==> src/logic/pss_consts.svh <==
// constants for position scaling and preset block
`ifndef PSS_CONSTS_SVH
`define PSS_CONSTS_SVH
`define PSS_ADR_CONFIG 8'h00
`define PSS_ADR_NUMER 8'h04
`define PSS_ADR_DENOM 8'h08
`define PSS_ADR_PRESET 8'h0c
`define PSS_ADR_CONTROL 8'h10
`define PSS_ADR_STATUS 8'h14
`define PSS_ADR_POSITION 8'h18
`define PSS_ADR_VELOCITY 8'h1c
`define PSS_ADR_OFFSET 8'h20
`define PSS_CFG_RSVD_HI 7
`define PSS_CFG_NEG_BIT 8
`define PSS_CFG_VEL_BIT 9
`define PSS_CFG_INV_BIT 16
`define PSS_CTL_APPLY_BIT 0
`define PSS_CTL_COMMIT_BIT 1
`define PSS_RATIO_MIN 32'h0000_0001
`define PSS_RATIO_MAX 32'h0000_7fff
`define PSS_RST_CONFIG 32'h0000_0000
`define PSS_RST_RATIO 15'h0001
`define PSS_RST_PRESET 32'h0000_0000
`define PSS_ERR_NONE 4'h0
`define PSS_ERR_CFG 4'h1
`define PSS_ERR_NUMER 4'h6
`define PSS_ERR_DENOM 4'h7
`define PSS_ERR_RATIO 4'h8
`define PSS_CLK_NS 100
`define PSS_MS_NS 1000000
`define PSS_VEL_SLOW_MS 16'd160
`define PSS_VEL_FAST_MS 16'd60
`define PSS_MS_PER_S 16'd1000
`endif

==> src/logic/pss_pkg.sv <==
// types shared by the position scaling and preset block
`default_nettype none
package pss_pkg;
	typedef struct packed {
		logic [31:0] cfg;
		logic [31:0] numer;
		logic [31:0] denom;
		logic [31:0] target;
	} pss_setup_t;
	typedef struct packed {
		logic invert;
		logic negate;
		logic fast_vel;
		logic [14:0] numer;
		logic [14:0] denom;
		logic [31:0] target;
	} pss_active_t;
	typedef enum logic [1:0] {
		PSS_IDLE = 2'b00,
		PSS_RUN = 2'b01,
		PSS_DONE = 2'b10
	} pss_div_state_t;
endpackage
`default_nettype wire

==> src/logic/pss_divider.sv <==
// iterative unsigned restoring divider, one quotient bit per cycle
`timescale 1ns/100ps
`default_nettype none
module pss_divider #(
	parameter int DW = 48,
	parameter int VW = 16
) (
	input wire logic clk_i,
	input wire logic rst_i,
	input wire logic start_i,
	input wire logic [DW-1:0] dividend_i,
	input wire logic [VW-1:0] divisor_i,
	output logic busy_o,
	output logic done_o,
	output logic [DW-1:0] quot_o
);
	localparam int CW = $clog2(DW + 1);
	pss_pkg::pss_div_state_t state_reg;
	logic [VW-1:0] rem_reg;
	logic [VW-1:0] div_reg;
	logic [CW-1:0] cnt_reg;
	logic [VW:0] trial;
	assign trial = {rem_reg, quot_o[DW-1]};
	assign busy_o = (state_reg != pss_pkg::PSS_IDLE);
	assign done_o = (state_reg == pss_pkg::PSS_DONE);
	always_ff @(posedge clk_i) begin
		if (rst_i) begin
			state_reg <= pss_pkg::PSS_IDLE;
			rem_reg <= '0;
			div_reg <= '0;
			cnt_reg <= '0;
			quot_o <= '0;
		end else begin
			unique case (state_reg)
				pss_pkg::PSS_IDLE: begin
					if (start_i) begin
						quot_o <= dividend_i;
						div_reg <= divisor_i;
						rem_reg <= '0;
						cnt_reg <= CW'(DW);
						state_reg <= pss_pkg::PSS_RUN;
					end
				end
				pss_pkg::PSS_RUN: begin
					if (trial >= {1'b0, div_reg}) begin
						rem_reg <= VW'(trial - {1'b0, div_reg});
						quot_o <= {quot_o[DW-2:0], 1'b1};
					end else begin
						rem_reg <= trial[VW-1:0];
						quot_o <= {quot_o[DW-2:0], 1'b0};
					end
					cnt_reg <= cnt_reg - CW'(1);
					if (cnt_reg == CW'(1))
						state_reg <= pss_pkg::PSS_DONE;
				end
				pss_pkg::PSS_DONE: begin
					state_reg <= pss_pkg::PSS_IDLE;
				end
				default: begin
					state_reg <= pss_pkg::PSS_IDLE;
				end
			endcase
		end
	end
endmodule
`default_nettype wire

==> src/logic/pss_velocity.sv <==
// rate of change in counts per second over a selectable window
`timescale 1ns/100ps
`default_nettype none
`include "pss_consts.svh"
module pss_velocity #(
	parameter int MS_CYCLES = 10000
) (
	input wire logic clk_i,
	input wire logic rst_i,
	input wire logic [31:0] pos_i,
	input wire logic fast_i,
	output logic [31:0] vel_o,
	output logic vel_valid_o
);
	logic [15:0] tick_reg;
	logic ms_tick;
	logic [15:0] ms_cnt_reg;
	logic [15:0] win_ms;
	logic fast_reg;
	logic [31:0] prev_reg;
	logic [31:0] delta;
	logic [31:0] mag;
	logic sign_reg;
	logic start;
	logic done;
	logic [47:0] quot;
	assign ms_tick = (tick_reg == 16'(MS_CYCLES - 1));
	assign win_ms = fast_reg ? `PSS_VEL_FAST_MS : `PSS_VEL_SLOW_MS;
	assign start = ms_tick && (ms_cnt_reg >= win_ms - 16'h0001);
	assign delta = pos_i - prev_reg;
	assign mag = delta[31] ? (32'h0 - delta) : delta;
	always_ff @(posedge clk_i) begin
		if (rst_i || ms_tick)
			tick_reg <= '0;
		else
			tick_reg <= tick_reg + 16'h0001;
	end
	// the window length changes only at a window boundary, so no window is cut short
	always_ff @(posedge clk_i) begin
		if (rst_i)
			fast_reg <= 1'b0;
		else if (start)
			fast_reg <= fast_i;
	end
	always_ff @(posedge clk_i) begin
		if (rst_i || start)
			ms_cnt_reg <= '0;
		else if (ms_tick)
			ms_cnt_reg <= ms_cnt_reg + 16'h0001;
	end
	always_ff @(posedge clk_i) begin
		if (rst_i) begin
			prev_reg <= '0;
			sign_reg <= 1'b0;
		end else if (start) begin
			prev_reg <= pos_i;
			sign_reg <= delta[31];
		end
	end
	// counts per window scaled to counts per second
	pss_divider #(.DW(48), .VW(16)) u_div (
		.clk_i(clk_i),
		.rst_i(rst_i),
		.start_i(start),
		.dividend_i(48'(mag) * 48'(`PSS_MS_PER_S)),
		.divisor_i(win_ms),
		.busy_o(),
		.done_o(done),
		.quot_o(quot)
	);
	always_ff @(posedge clk_i) begin
		if (rst_i) begin
			vel_o <= '0;
			vel_valid_o <= 1'b0;
		end else begin
			vel_valid_o <= done;
			if (done)
				vel_o <= sign_reg ? (32'h0 - quot[31:0]) : quot[31:0];
		end
	end
endmodule
`default_nettype wire

==> src/logic/pss_top.sv <==
// position scaling, direction, preset offset and velocity with wishbone registers
//
// Our own choices: the Wishbone register port and the register offsets.
`timescale 1ns/100ps
`default_nettype none
`include "pss_consts.svh"
module pss_top #(
	parameter int MS_CYCLES = (`PSS_MS_NS + `PSS_CLK_NS - 1) / `PSS_CLK_NS
) (
	input wire logic clk_i,
	input wire logic rst_i,
	input wire logic wb_cyc_i,
	input wire logic wb_stb_i,
	input wire logic wb_we_i,
	input wire logic [7:0] wb_adr_i,
	input wire logic [31:0] wb_dat_i,
	input wire logic [3:0] wb_sel_i,
	output logic [31:0] wb_dat_o,
	output logic wb_ack_o,
	input wire logic [31:0] raw_data_i,
	input wire logic raw_valid_i,
	input wire logic nv_restore_i,
	input wire logic [31:0] nv_data_i,
	output logic nv_wr_o,
	output logic [31:0] nv_data_o,
	output logic [31:0] pos_o,
	output logic pos_valid_o,
	output logic [31:0] vel_o,
	output logic vel_valid_o
);
	pss_pkg::pss_setup_t stage_reg;
	pss_pkg::pss_active_t act_reg;
	logic [3:0] err_reg;
	logic apply_reg;
	logic apply_prev_reg;
	logic [31:0] offset_reg;
	logic [31:0] dir_scaled_reg;
	logic wr_stb;
	logic commit;
	logic commit_ok;
	logic [3:0] check_code;
	logic preset_edge;
	logic div_start;
	logic div_busy;
	logic div_done;
	logic [47:0] quot;
	logic [31:0] raw_eff;
	logic [31:0] scaled;
	logic [31:0] dir_val;

	// byte lane merge for writes
	function automatic logic [31:0] pss_merge(input logic [31:0] old_v, input logic [31:0] new_v,
		input logic [3:0] sel);
		logic [31:0] r;
		r = old_v;
		for (int i = 0; i < 4; i++) begin
			if (sel[i])
				r[i*8 +: 8] = new_v[i*8 +: 8];
		end
		return r;
	endfunction

	// validation of a staged setup block, first failing check wins
	function automatic logic [3:0] pss_check(input pss_pkg::pss_setup_t s);
		logic [3:0] c;
		c = `PSS_ERR_NONE;
		if (s.cfg[`PSS_CFG_RSVD_HI:0] != '0)
			c = `PSS_ERR_CFG;
		else if (s.numer < `PSS_RATIO_MIN || s.numer > `PSS_RATIO_MAX)
			c = `PSS_ERR_NUMER;
		else if (s.denom < `PSS_RATIO_MIN || s.denom > `PSS_RATIO_MAX)
			c = `PSS_ERR_DENOM;
		else if (s.numer > s.denom)
			c = `PSS_ERR_RATIO;
		return c;
	endfunction

	function automatic logic pss_hit(input logic [7:0] adr, input logic [7:0] reg_adr);
		return adr == reg_adr;
	endfunction

	// direction reversal, shared by the datapath and its checks
	function automatic logic [31:0] pss_dir(input logic neg, input logic [31:0] v);
		return neg ? (32'h0 - v) : v;
	endfunction

	assign wr_stb = wb_cyc_i && wb_stb_i && wb_we_i && !wb_ack_o;
	assign commit = wr_stb && pss_hit(wb_adr_i, `PSS_ADR_CONTROL) && wb_sel_i[0]
		&& wb_dat_i[`PSS_CTL_COMMIT_BIT];
	assign check_code = pss_check(stage_reg);
	assign commit_ok = commit && (check_code == `PSS_ERR_NONE);
	assign preset_edge = apply_reg && !apply_prev_reg;

	// wishbone classic slave: ack one cycle after the request is seen
	always_ff @(posedge clk_i) begin
		if (rst_i)
			wb_ack_o <= 1'b0;
		else
			wb_ack_o <= wb_cyc_i && wb_stb_i && !wb_ack_o;
	end

	always_ff @(posedge clk_i) begin
		if (rst_i) begin
			wb_dat_o <= '0;
		end else if (wb_cyc_i && wb_stb_i && !wb_we_i && !wb_ack_o) begin
			unique case (wb_adr_i)
				`PSS_ADR_CONFIG: wb_dat_o <= stage_reg.cfg;
				`PSS_ADR_NUMER: wb_dat_o <= stage_reg.numer;
				`PSS_ADR_DENOM: wb_dat_o <= stage_reg.denom;
				`PSS_ADR_PRESET: wb_dat_o <= stage_reg.target;
				`PSS_ADR_CONTROL: wb_dat_o <= {31'h0, apply_reg};
				`PSS_ADR_STATUS: wb_dat_o <= {27'h0, div_busy, err_reg};
				`PSS_ADR_POSITION: wb_dat_o <= pos_o;
				`PSS_ADR_VELOCITY: wb_dat_o <= vel_o;
				`PSS_ADR_OFFSET: wb_dat_o <= offset_reg;
				default: wb_dat_o <= '0;
			endcase
		end
	end

	// staged setup block; writing the target here never touches the offset
	always_ff @(posedge clk_i) begin
		if (rst_i) begin
			stage_reg.cfg <= `PSS_RST_CONFIG;
			stage_reg.numer <= 32'(`PSS_RST_RATIO);
			stage_reg.denom <= 32'(`PSS_RST_RATIO);
			stage_reg.target <= `PSS_RST_PRESET;
		end else if (wr_stb) begin
			if (pss_hit(wb_adr_i, `PSS_ADR_CONFIG))
				stage_reg.cfg <= pss_merge(stage_reg.cfg, wb_dat_i, wb_sel_i);
			if (pss_hit(wb_adr_i, `PSS_ADR_NUMER))
				stage_reg.numer <= pss_merge(stage_reg.numer, wb_dat_i, wb_sel_i);
			if (pss_hit(wb_adr_i, `PSS_ADR_DENOM))
				stage_reg.denom <= pss_merge(stage_reg.denom, wb_dat_i, wb_sel_i);
			if (pss_hit(wb_adr_i, `PSS_ADR_PRESET))
				stage_reg.target <= pss_merge(stage_reg.target, wb_dat_i, wb_sel_i);
		end
	end

	// a rejected block leaves the active setup untouched
	always_ff @(posedge clk_i) begin
		if (rst_i) begin
			act_reg.invert <= 1'b0;
			act_reg.negate <= 1'b0;
			act_reg.fast_vel <= 1'b0;
			act_reg.numer <= `PSS_RST_RATIO;
			act_reg.denom <= `PSS_RST_RATIO;
			act_reg.target <= `PSS_RST_PRESET;
		end else if (commit_ok) begin
			act_reg.invert <= stage_reg.cfg[`PSS_CFG_INV_BIT];
			act_reg.negate <= stage_reg.cfg[`PSS_CFG_NEG_BIT];
			act_reg.fast_vel <= stage_reg.cfg[`PSS_CFG_VEL_BIT];
			act_reg.numer <= stage_reg.numer[14:0];
			act_reg.denom <= stage_reg.denom[14:0];
			act_reg.target <= stage_reg.target;
		end
	end

	// error code only clears when a valid block arrives
	always_ff @(posedge clk_i) begin
		if (rst_i)
			err_reg <= `PSS_ERR_NONE;
		else if (commit)
			err_reg <= check_code;
	end

	// apply is a level; only its 0-to-1 step loads an offset
	always_ff @(posedge clk_i) begin
		if (rst_i) begin
			apply_reg <= 1'b0;
			apply_prev_reg <= 1'b0;
		end else begin
			apply_prev_reg <= apply_reg;
			if (wr_stb && pss_hit(wb_adr_i, `PSS_ADR_CONTROL) && wb_sel_i[0])
				apply_reg <= wb_dat_i[`PSS_CTL_APPLY_BIT];
		end
	end

	// commit wins over a same-cycle preset, so a new block always starts clean
	always_ff @(posedge clk_i) begin
		if (rst_i) begin
			offset_reg <= '0;
			nv_wr_o <= 1'b0;
			nv_data_o <= '0;
		end else begin
			nv_wr_o <= 1'b0;
			if (commit_ok) begin
				offset_reg <= '0;
				nv_wr_o <= 1'b1;
				nv_data_o <= '0;
			end else if (preset_edge) begin
				offset_reg <= act_reg.target - dir_scaled_reg;
				nv_wr_o <= 1'b1;
				nv_data_o <= act_reg.target - dir_scaled_reg;
			end else if (nv_restore_i) begin
				offset_reg <= nv_data_i;
			end
		end
	end

	// samples arriving while a division runs are dropped; the next one is used
	assign raw_eff = act_reg.invert ? ~raw_data_i : raw_data_i;
	assign div_start = raw_valid_i && !div_busy;
	assign scaled = quot[31:0];
	assign dir_val = pss_dir(act_reg.negate, scaled);

	pss_divider #(.DW(48), .VW(16)) u_scale (
		.clk_i(clk_i),
		.rst_i(rst_i),
		.start_i(div_start),
		.dividend_i(48'(raw_eff) * 48'(act_reg.numer)),
		.divisor_i({1'b0, act_reg.denom}),
		.busy_o(div_busy),
		.done_o(div_done),
		.quot_o(quot)
	);

	always_ff @(posedge clk_i) begin
		if (rst_i) begin
			dir_scaled_reg <= '0;
			pos_o <= '0;
			pos_valid_o <= 1'b0;
		end else begin
			pos_valid_o <= div_done;
			if (div_done) begin
				dir_scaled_reg <= dir_val;
				pos_o <= dir_val + offset_reg;
			end
		end
	end

	pss_velocity #(.MS_CYCLES(MS_CYCLES)) u_vel (
		.clk_i(clk_i),
		.rst_i(rst_i),
		.pos_i(pos_o),
		.fast_i(act_reg.fast_vel),
		.vel_o(vel_o),
		.vel_valid_o(vel_valid_o)
	);
endmodule
`default_nettype wire

==> config.mk <==
export PLATFORM = sky130hd
export DESIGN_NAME = pss_top
export DESIGN_NICKNAME = d
export VERILOG_FILES = /design/src/logic/pss_pkg.sv /design/src/logic/pss_divider.sv /design/src/logic/pss_velocity.sv /design/src/logic/pss_top.sv
export VERILOG_INCLUDE_DIRS = /design/src /design/src/logic
export SDC_FILE = /design/constraint.sdc
export NUM_CORES = 2
export LEC_CHECK = 0
export BUFFER_PORTS_ARGS = -buffer_cell sky130_fd_sc_hd__buf_2
export CORE_MARGIN = 3
export CORE_UTILIZATION = 60
export CTS_BUF_LIST = sky130_fd_sc_hd__clkbuf_8
export CTS_CLUSTER_SIZE = 40
export DETAILED_ROUTE_END_ITERATION = 12
export HOLD_SLACK_MARGIN = 0.05
export PLACE_DENSITY = 0.78
export SLEW_MARGIN = 40
export SYNTH_ARGS = -nofsm -noshare
export SYNTH_HDL_FRONTEND = slang
export SYNTH_SLANG_ARGS = --single-unit
==> constraint.sdc <==
create_clock -name clk_i -period 10.9 [get_ports clk_i]
set_input_delay 0 -clock clk_i [delete_from_list [all_inputs] [get_ports clk_i]]
set_output_delay 0 -clock clk_i [all_outputs]
set_load 0.01 [all_outputs]
# After elaboration in Yosys (flattened, before gate mapping)
# Cells that the tools add are included.
# word_totals
reg_bits,636
input_bits,115
out_inout_bits,132
wordCells,182
# op_classes
add_sub_neg,13
multipliers,2
magnitude_cmp,8
eq_ne,19
n_mux,36
n_bitwise,1
reduce_logical,53
# ops
op,count
$pmux W32 S9,1
$mux W32,6
$pmux W48 S2,2
$mux W48,2
$sub A1 B32 Y32 const A,3
$gt A32 B15 Y1 const B,2
$lt A32 B1 Y1 const B,2
$mux W16,4
$pmux W16 S2,2
$sub A32 B32 Y32,2
$reduce_and A3 Y1,16
$mul A32 B15 Y47,1
$mul A32 B7 Y39 const B,1
$add A16 B1 Y16 const B,2
$add A32 B32 Y32,1
$eq A8 B5 Y1 const B,4
$gt A32 B32 Y1,1
$not A32 Y32,1
$pmux W6 S2,2
$ge A17 B15 Y1,1
$ge A17 B16 Y1,1
$eq A16 B14 Y1 const B,1
$eq A8 B4 Y1 const B,2
$ge A16 B16 Y1,1
27 further kinds,71

# Longest topological paths before layout
# depth
word_depth,8
ltp_mapped,35
mapped_depth_nobuf,35

# Modules after synthesis
# Synthesis repeated with hierarchy kept, for this count alone.
# unflattened
cells_unflattened,6787
area_unflattened_um2,55781.0
# modules_own_cells
module,instances,cells_each,area_each_um2,seq_area_each_um2
pss_top,1,4163,34316.7,7226.9
pss_velocity,1,1512,12420.7,1981.9
pss_divider,2,556,4521.8,1761.7

# Worst setup path before layout
# Ideal clock, no wire load.
# synth_timing
kind,reg2reg
from,register pos_o[2]
to,register u_vel.u_div.quot_o[41]
setup_ns,0.132
arrival_ns,7.766
required_time_ns,10.768
slack_ns,3.002
stages_incl_launch_ff,31
path_buffers,2
synth_period_minus_slack_ns,7.898
path_cell_list,dfxtp_1 > ha_1 > o21ai_0 > a21oi_1 > o311a_1 > a22o_1 > a31oi_1 > or2_2 > clkbuf_1 > o211a_1 > clkbuf_1 > o21ai_0 > xnor2_1 > inv_1 > fa_1 > inv_1 > fa_1 > fa_1 > fa_1 > ha_1 > nand3_1 > nor2_1 > a31oi_1 > a31oi_1 > a21oi_1 > o211ai_1 > a31oi_1 > o21ai_0 > a221oi_1 > xnor2_1 > a21oi_1
# synth_between
elab_chain_cells,6
# synth_rtl
element,line_no,text
from (decl),pss_top.sv:26,"output logic [31:0] pos_o,"
from (signal assigned),pss_top.sv:227,pos_o <= dir_val + offset_reg;
$sub A32 B32 Y32 *,pss_velocity.sv:30,assign delta = pos_i - prev_reg;
$sub A1 B32 Y32,pss_velocity.sv:31,assign mag = delta[31] ? (32'h0 - delta) : delta;
$mux W32 *,pss_velocity.sv:31,
$mul A32 B7 Y39 *,pss_velocity.sv:65,".dividend_i(48'(mag) * 48'(`PSS_MS_PER_S)),"
$mux W48 *,pss_divider.sv:36,if (start_i) begin
$pmux W48 S2 *,pss_divider.sv:34,unique case (state_reg)
to (signal assigned),pss_divider.sv:37,quot_o <= dividend_i;
to (signal assigned),pss_divider.sv:47,"quot_o <= {quot_o[DW-2:0], 1'b1};"
to (signal assigned),pss_divider.sv:50,"quot_o <= {quot_o[DW-2:0], 1'b0};"
to (decl),pss_divider.sv:15,output logic [DW-1:0] quot_o
# Every way passes the cells marked *; elsewhere a longest branch is shown, timed or not. The select of a mux whose other input is x is not followed.
# A chain may end at the register's enable or synchronous reset.

# Worst setup path after layout
# Same ends and word-level chain as after synthesis.

==> qor_table.md <==
| Stage | Parameter | Reported |
| --- | --- | --- |
| cts | Post-cts gate resize count | 0 |
| routing | Avg WL per Cell | 20.92 um |
| global routing | Number of global-route vias before repair | 45168 |
| yosys | Cells after Synth | 6277 |
| routing | Drt pass-1 iters | 10 |
| timing | Peak clock frequency supported by timing | 110.2 MHz |
| routing | DRT Wirelength | 161800 um |
| global routing | Largest net degree at the start of global routing | 127 |
| yosys | Fraction of the yosys area taken by sequential cells | 23.60% |
| global routing | Initial antenna violation count | 15 |
| finish | Core occupancy in the finished layout | 67.22% |
| timing | Final count of hold timing violations | 0 |
| finish | Number of nets in the layout | 7450 |
| cts | Clock tree from TritonCTS | built |
| place | Final RePlAce weighted congestion | 1.026 |
| floorplan | Initial Utilization | 60.63% |
| finish | Flip-flop count of the largest register after layout | 128 |
| global routing | Remaining Overflow, GRT | 0 |
| routing | Via density per instance | 6.069 |
| worst hold path | Path type of the worst min-delay path | in2reg |
| yosys | Count of cell types in the netlist | 84 |
| setup path | CP Launch Type | flop |
| yosys | Number of flops mapped to enable cells by yosys | 0 |
| cts | Cts-stage hold buffer count | 112 |
| timing | Final setup viols | 0 |
| finish | Share of post-route cells with drive strength above 1 | 9.245% |
| setup path | Top Family by Delay on Critical Path | compound AO/OA/AOI/OAI gates |
| timing | Final critical delay including setup and external delays | 9.074 ns |
| yosys | Synthesized netlist net count | 7244 |
| floorplan | Vertical extent of the die | 302.5 um |
| timing | Clock tree skew after final layout | 0.05759 ns |
| cts | Root buffer cell | sky130_fd_sc_hd__clkbuf_8 |
| setup path | Category of the worst setup path capture point | flop |
| finish | Most frequent cells in the layout | sky130_fd_sc_hd__nand2_1, sky130_fd_sc_hd__dfxtp_1, sky130_fd_sc_hd__inv_1 |
| power | Pwr per Cell Area | 124.0 mW/mm^2 |
| yosys | Dominant synthesized flop cell | sky130_fd_sc_hd__dfxtp_1 |
| cts | Clock-pin slew reported for the worst setup and hold paths after clock tree synthesis | 0.07 ns |
| floorplan | Area of the placeable core | 0.08702 mm^2 |
| timing | Final cycle utilization of the critical path | 83.24% |
| floorplan | Die area | 0.09153 mm^2 |
| place | Half-perimeter wire length after detailed placement | 122700 um |
| floorplan | Width of the chip | 302.5 um |
| setup path | Cell type of the slowest stage on the worst timing path | sky130_fd_sc_hd__fa_1 |
| routing | Number of antenna-violating nets in the routed design | 0 |
| finish | Synth-to-layout area growth | 10.87% |
| routing | DRC violation total after the first TritonRoute iteration | 4724 |
| cts | Clock latency on the worst-skew pair | 0.79 ns |
| timing | Tightest slew margin relative to the limit | 43.00% |
| yosys | Synth warnings | 0 |
| yosys | Synthesis-stage register bit count | 622 |
| setup path | Critical setup path kind | reg2reg |
| power | Leakage power | 26.32 nW |
| yosys | Proportion of synthesized flip-flops having asynchronous set or reset | 0% |
| setup path | Maximum fanout encountered on the critical timing path | 15 |
| timing | Setup tns final | 0 ns |
| yosys | Cell area after synthesis | 0.05276 mm^2 |
| floorplan | Number of placement rows | 108 |
| timing | Unrepaired setup endpoints after global routing | no |
| cts | Level count of the clock H-tree | 3 |
| finish | Most common library cell in the layout ignoring fill and taps | sky130_fd_sc_hd__nand2_1 |
| setup path | Critical Path RT | 11.50 ns |
| outcome | Status | finished, final reports clean |
| job | Max-cap violations | 0 |
| place | Cell count after placement | 7417 |
| yosys | Syn avg cell area | 8.406 um^2 |
| place | IO Port Bufs | 246 |
| cts | Buffer levels on the longest clock path | 3 |
| global routing | Overall fraction of global-route tracks in use | 35.05% |
| timing | Transition time of the tightest slew-check pin | 0.8530 ns |
| setup path | Reg-to-reg setup timing slack | 1.83 ns |
| power | Max rail drop VDD | 0.0003318 V |
| cts | Post-CTS repair timing setup buffer count | 0 |
| setup path | Critical path buffer and inverter count | 2 |
| setup path | Slowest Stage Delay on Critical Path | 0.58 ns |
| routing | Final routed DRC violation total | 0 |
| routing | Count of vias placed by the detailed router | 46940 |
| global routing | Wire length of the first global-routing pass | 253200 um |
| setup path | Arrival time worst endpoint | 9.68 ns |
| cts | Number of buffers created by CTS | 105 |
| finish | Post-route non-filler standard cell count | 7735 |
| cts | Number of sinks on the clock net | 622 |
| floorplan | I/O pin total | 247 |
| timing | Final slew viol count | 0 |
-- power breakdown --
part | leakage (nW) | internal [W] | switching, W
Clock | 1.26 | 0.00124 | 0.00106
Sequential | 5.03 | 0.00232 | 0.0000716
Combinational | 20.0 | 0.00102 | 0.00155
Total | 26.3 | 0.00458 | 0.00267
-- routing by layer --
metal,GRT usage [%],up-vias,routed length [um]
met5,0,-,56
met4,12.54,10,6498
met3,9.853,375,19420
met2,51.97,2265,68720
met1,49.05,22661,67130
li1,-,21629,-
-- synth_stat cells (all sizes together), types with 21 or more instances --
master | instances | area, um^2
xnor2 | 162 | 1468
mux2 | 33 | 371.6
fa | 504 | 10090
or3 | 33 | 216.5
o21bai | 21 | 157.7
a21o | 113 | 848.3
o21a | 32 | 240.2
a21oi | 523 | 2618
clkbuf | 315 | 1182
xor2 | 169 | 1480
ha | 348 | 4354
mux2i | 85 | 850.8
a222oi | 37 | 370.4
nor3 | 54 | 270.3
a22oi | 146 | 1101
a31oi | 26 | 162.7
o22ai | 21 | 131.4
dfxtp | 622 | 12450
and3 | 24 | 150.1
a211oi | 89 | 668.1
or2 | 22 | 137.6
nor4 | 34 | 219.0
nand2b | 45 | 281.5
nand3 | 224 | 1121
o31ai | 30 | 239.0
nand4 | 31 | 193.9
nor2 | 447 | 1678
inv | 580 | 2177
o21ai | 181 | 905.9
nor2b | 48 | 300.3
nand2 | 851 | 3197
and2 | 203 | 1270
-- final timing paths --
| kind | depth (start not counted) | endpoint | start |
|---|---|---|---|
| max reg2reg | 28 | u_vel.u_div.quot_o[41] | pos_o[2] |
| max | 28 | u_vel.u_div.quot_o[41] | pos_o[2] |
| min | 4 | stage_reg[113] | wb_dat_i[17] |
| min reg2reg | 1 | u_vel.tick_reg[0] | u_vel.tick_reg[0] |
-- through the flow --
| stage | worst slack, ns | hold WS, ns | instance area (um^2) | power (W) |
|---|---|---|---|---|
| 3_3_place_gp | 2.023 | 0.2811 | 54870 | 0.004868 |
| 5_1_grt | 1.216 | 0.08616 | 58480 | 0.007665 |
| 4_1_cts | 1.902 | 0.05012 | 58380 | 0.007239 |
| 2_1_floorplan | 3.002 | 0.1240 | 52760 | 0.004300 |
| 3_5_place_dp | 1.921 | 0.2904 | 54970 | 0.004918 |
| 6_report | 1.826 | 0.1092 | 58500 | 0.007256 |
-- kinds of logic after synthesis --
family,after synthesis,synth area share (%)
AOI/OAI and AO/OA,1363,16.55
xor gates and xnor gates,331,5.587
adders and majority gates,855,27.43
buffers and inverters,914,6.502
DFF,622,23.60
muxes,118,2.317
and+or+nand+nor,2074,18.02
-- cell type report --
type                            instances  area, um^2
Clock inverter                         59       483.0
Multi-Input combinational cell       4741       37110
Clock buffer                          131        1803
Antenna cell                           14       35.03
Tap cell                             1155        1445
Fill cell                            7221       28530
Inverter                              580        2177
Timing Repair Buffer                  433        2982
Sequential cell                       622       12470
-- worst reg2reg max path, delay by kind of cell (launching register included) --
family / cells / cell delay, ns
flops: 1 / 0.35
fa+ha+maj: 6 / 2.79
compound gates: 15 / 4.39
simple gates: 3 / 0.42
xor+xnor: 2 / 0.66
buf+inv: 2 / 0.30
Power figures use the tool's default switching activity.
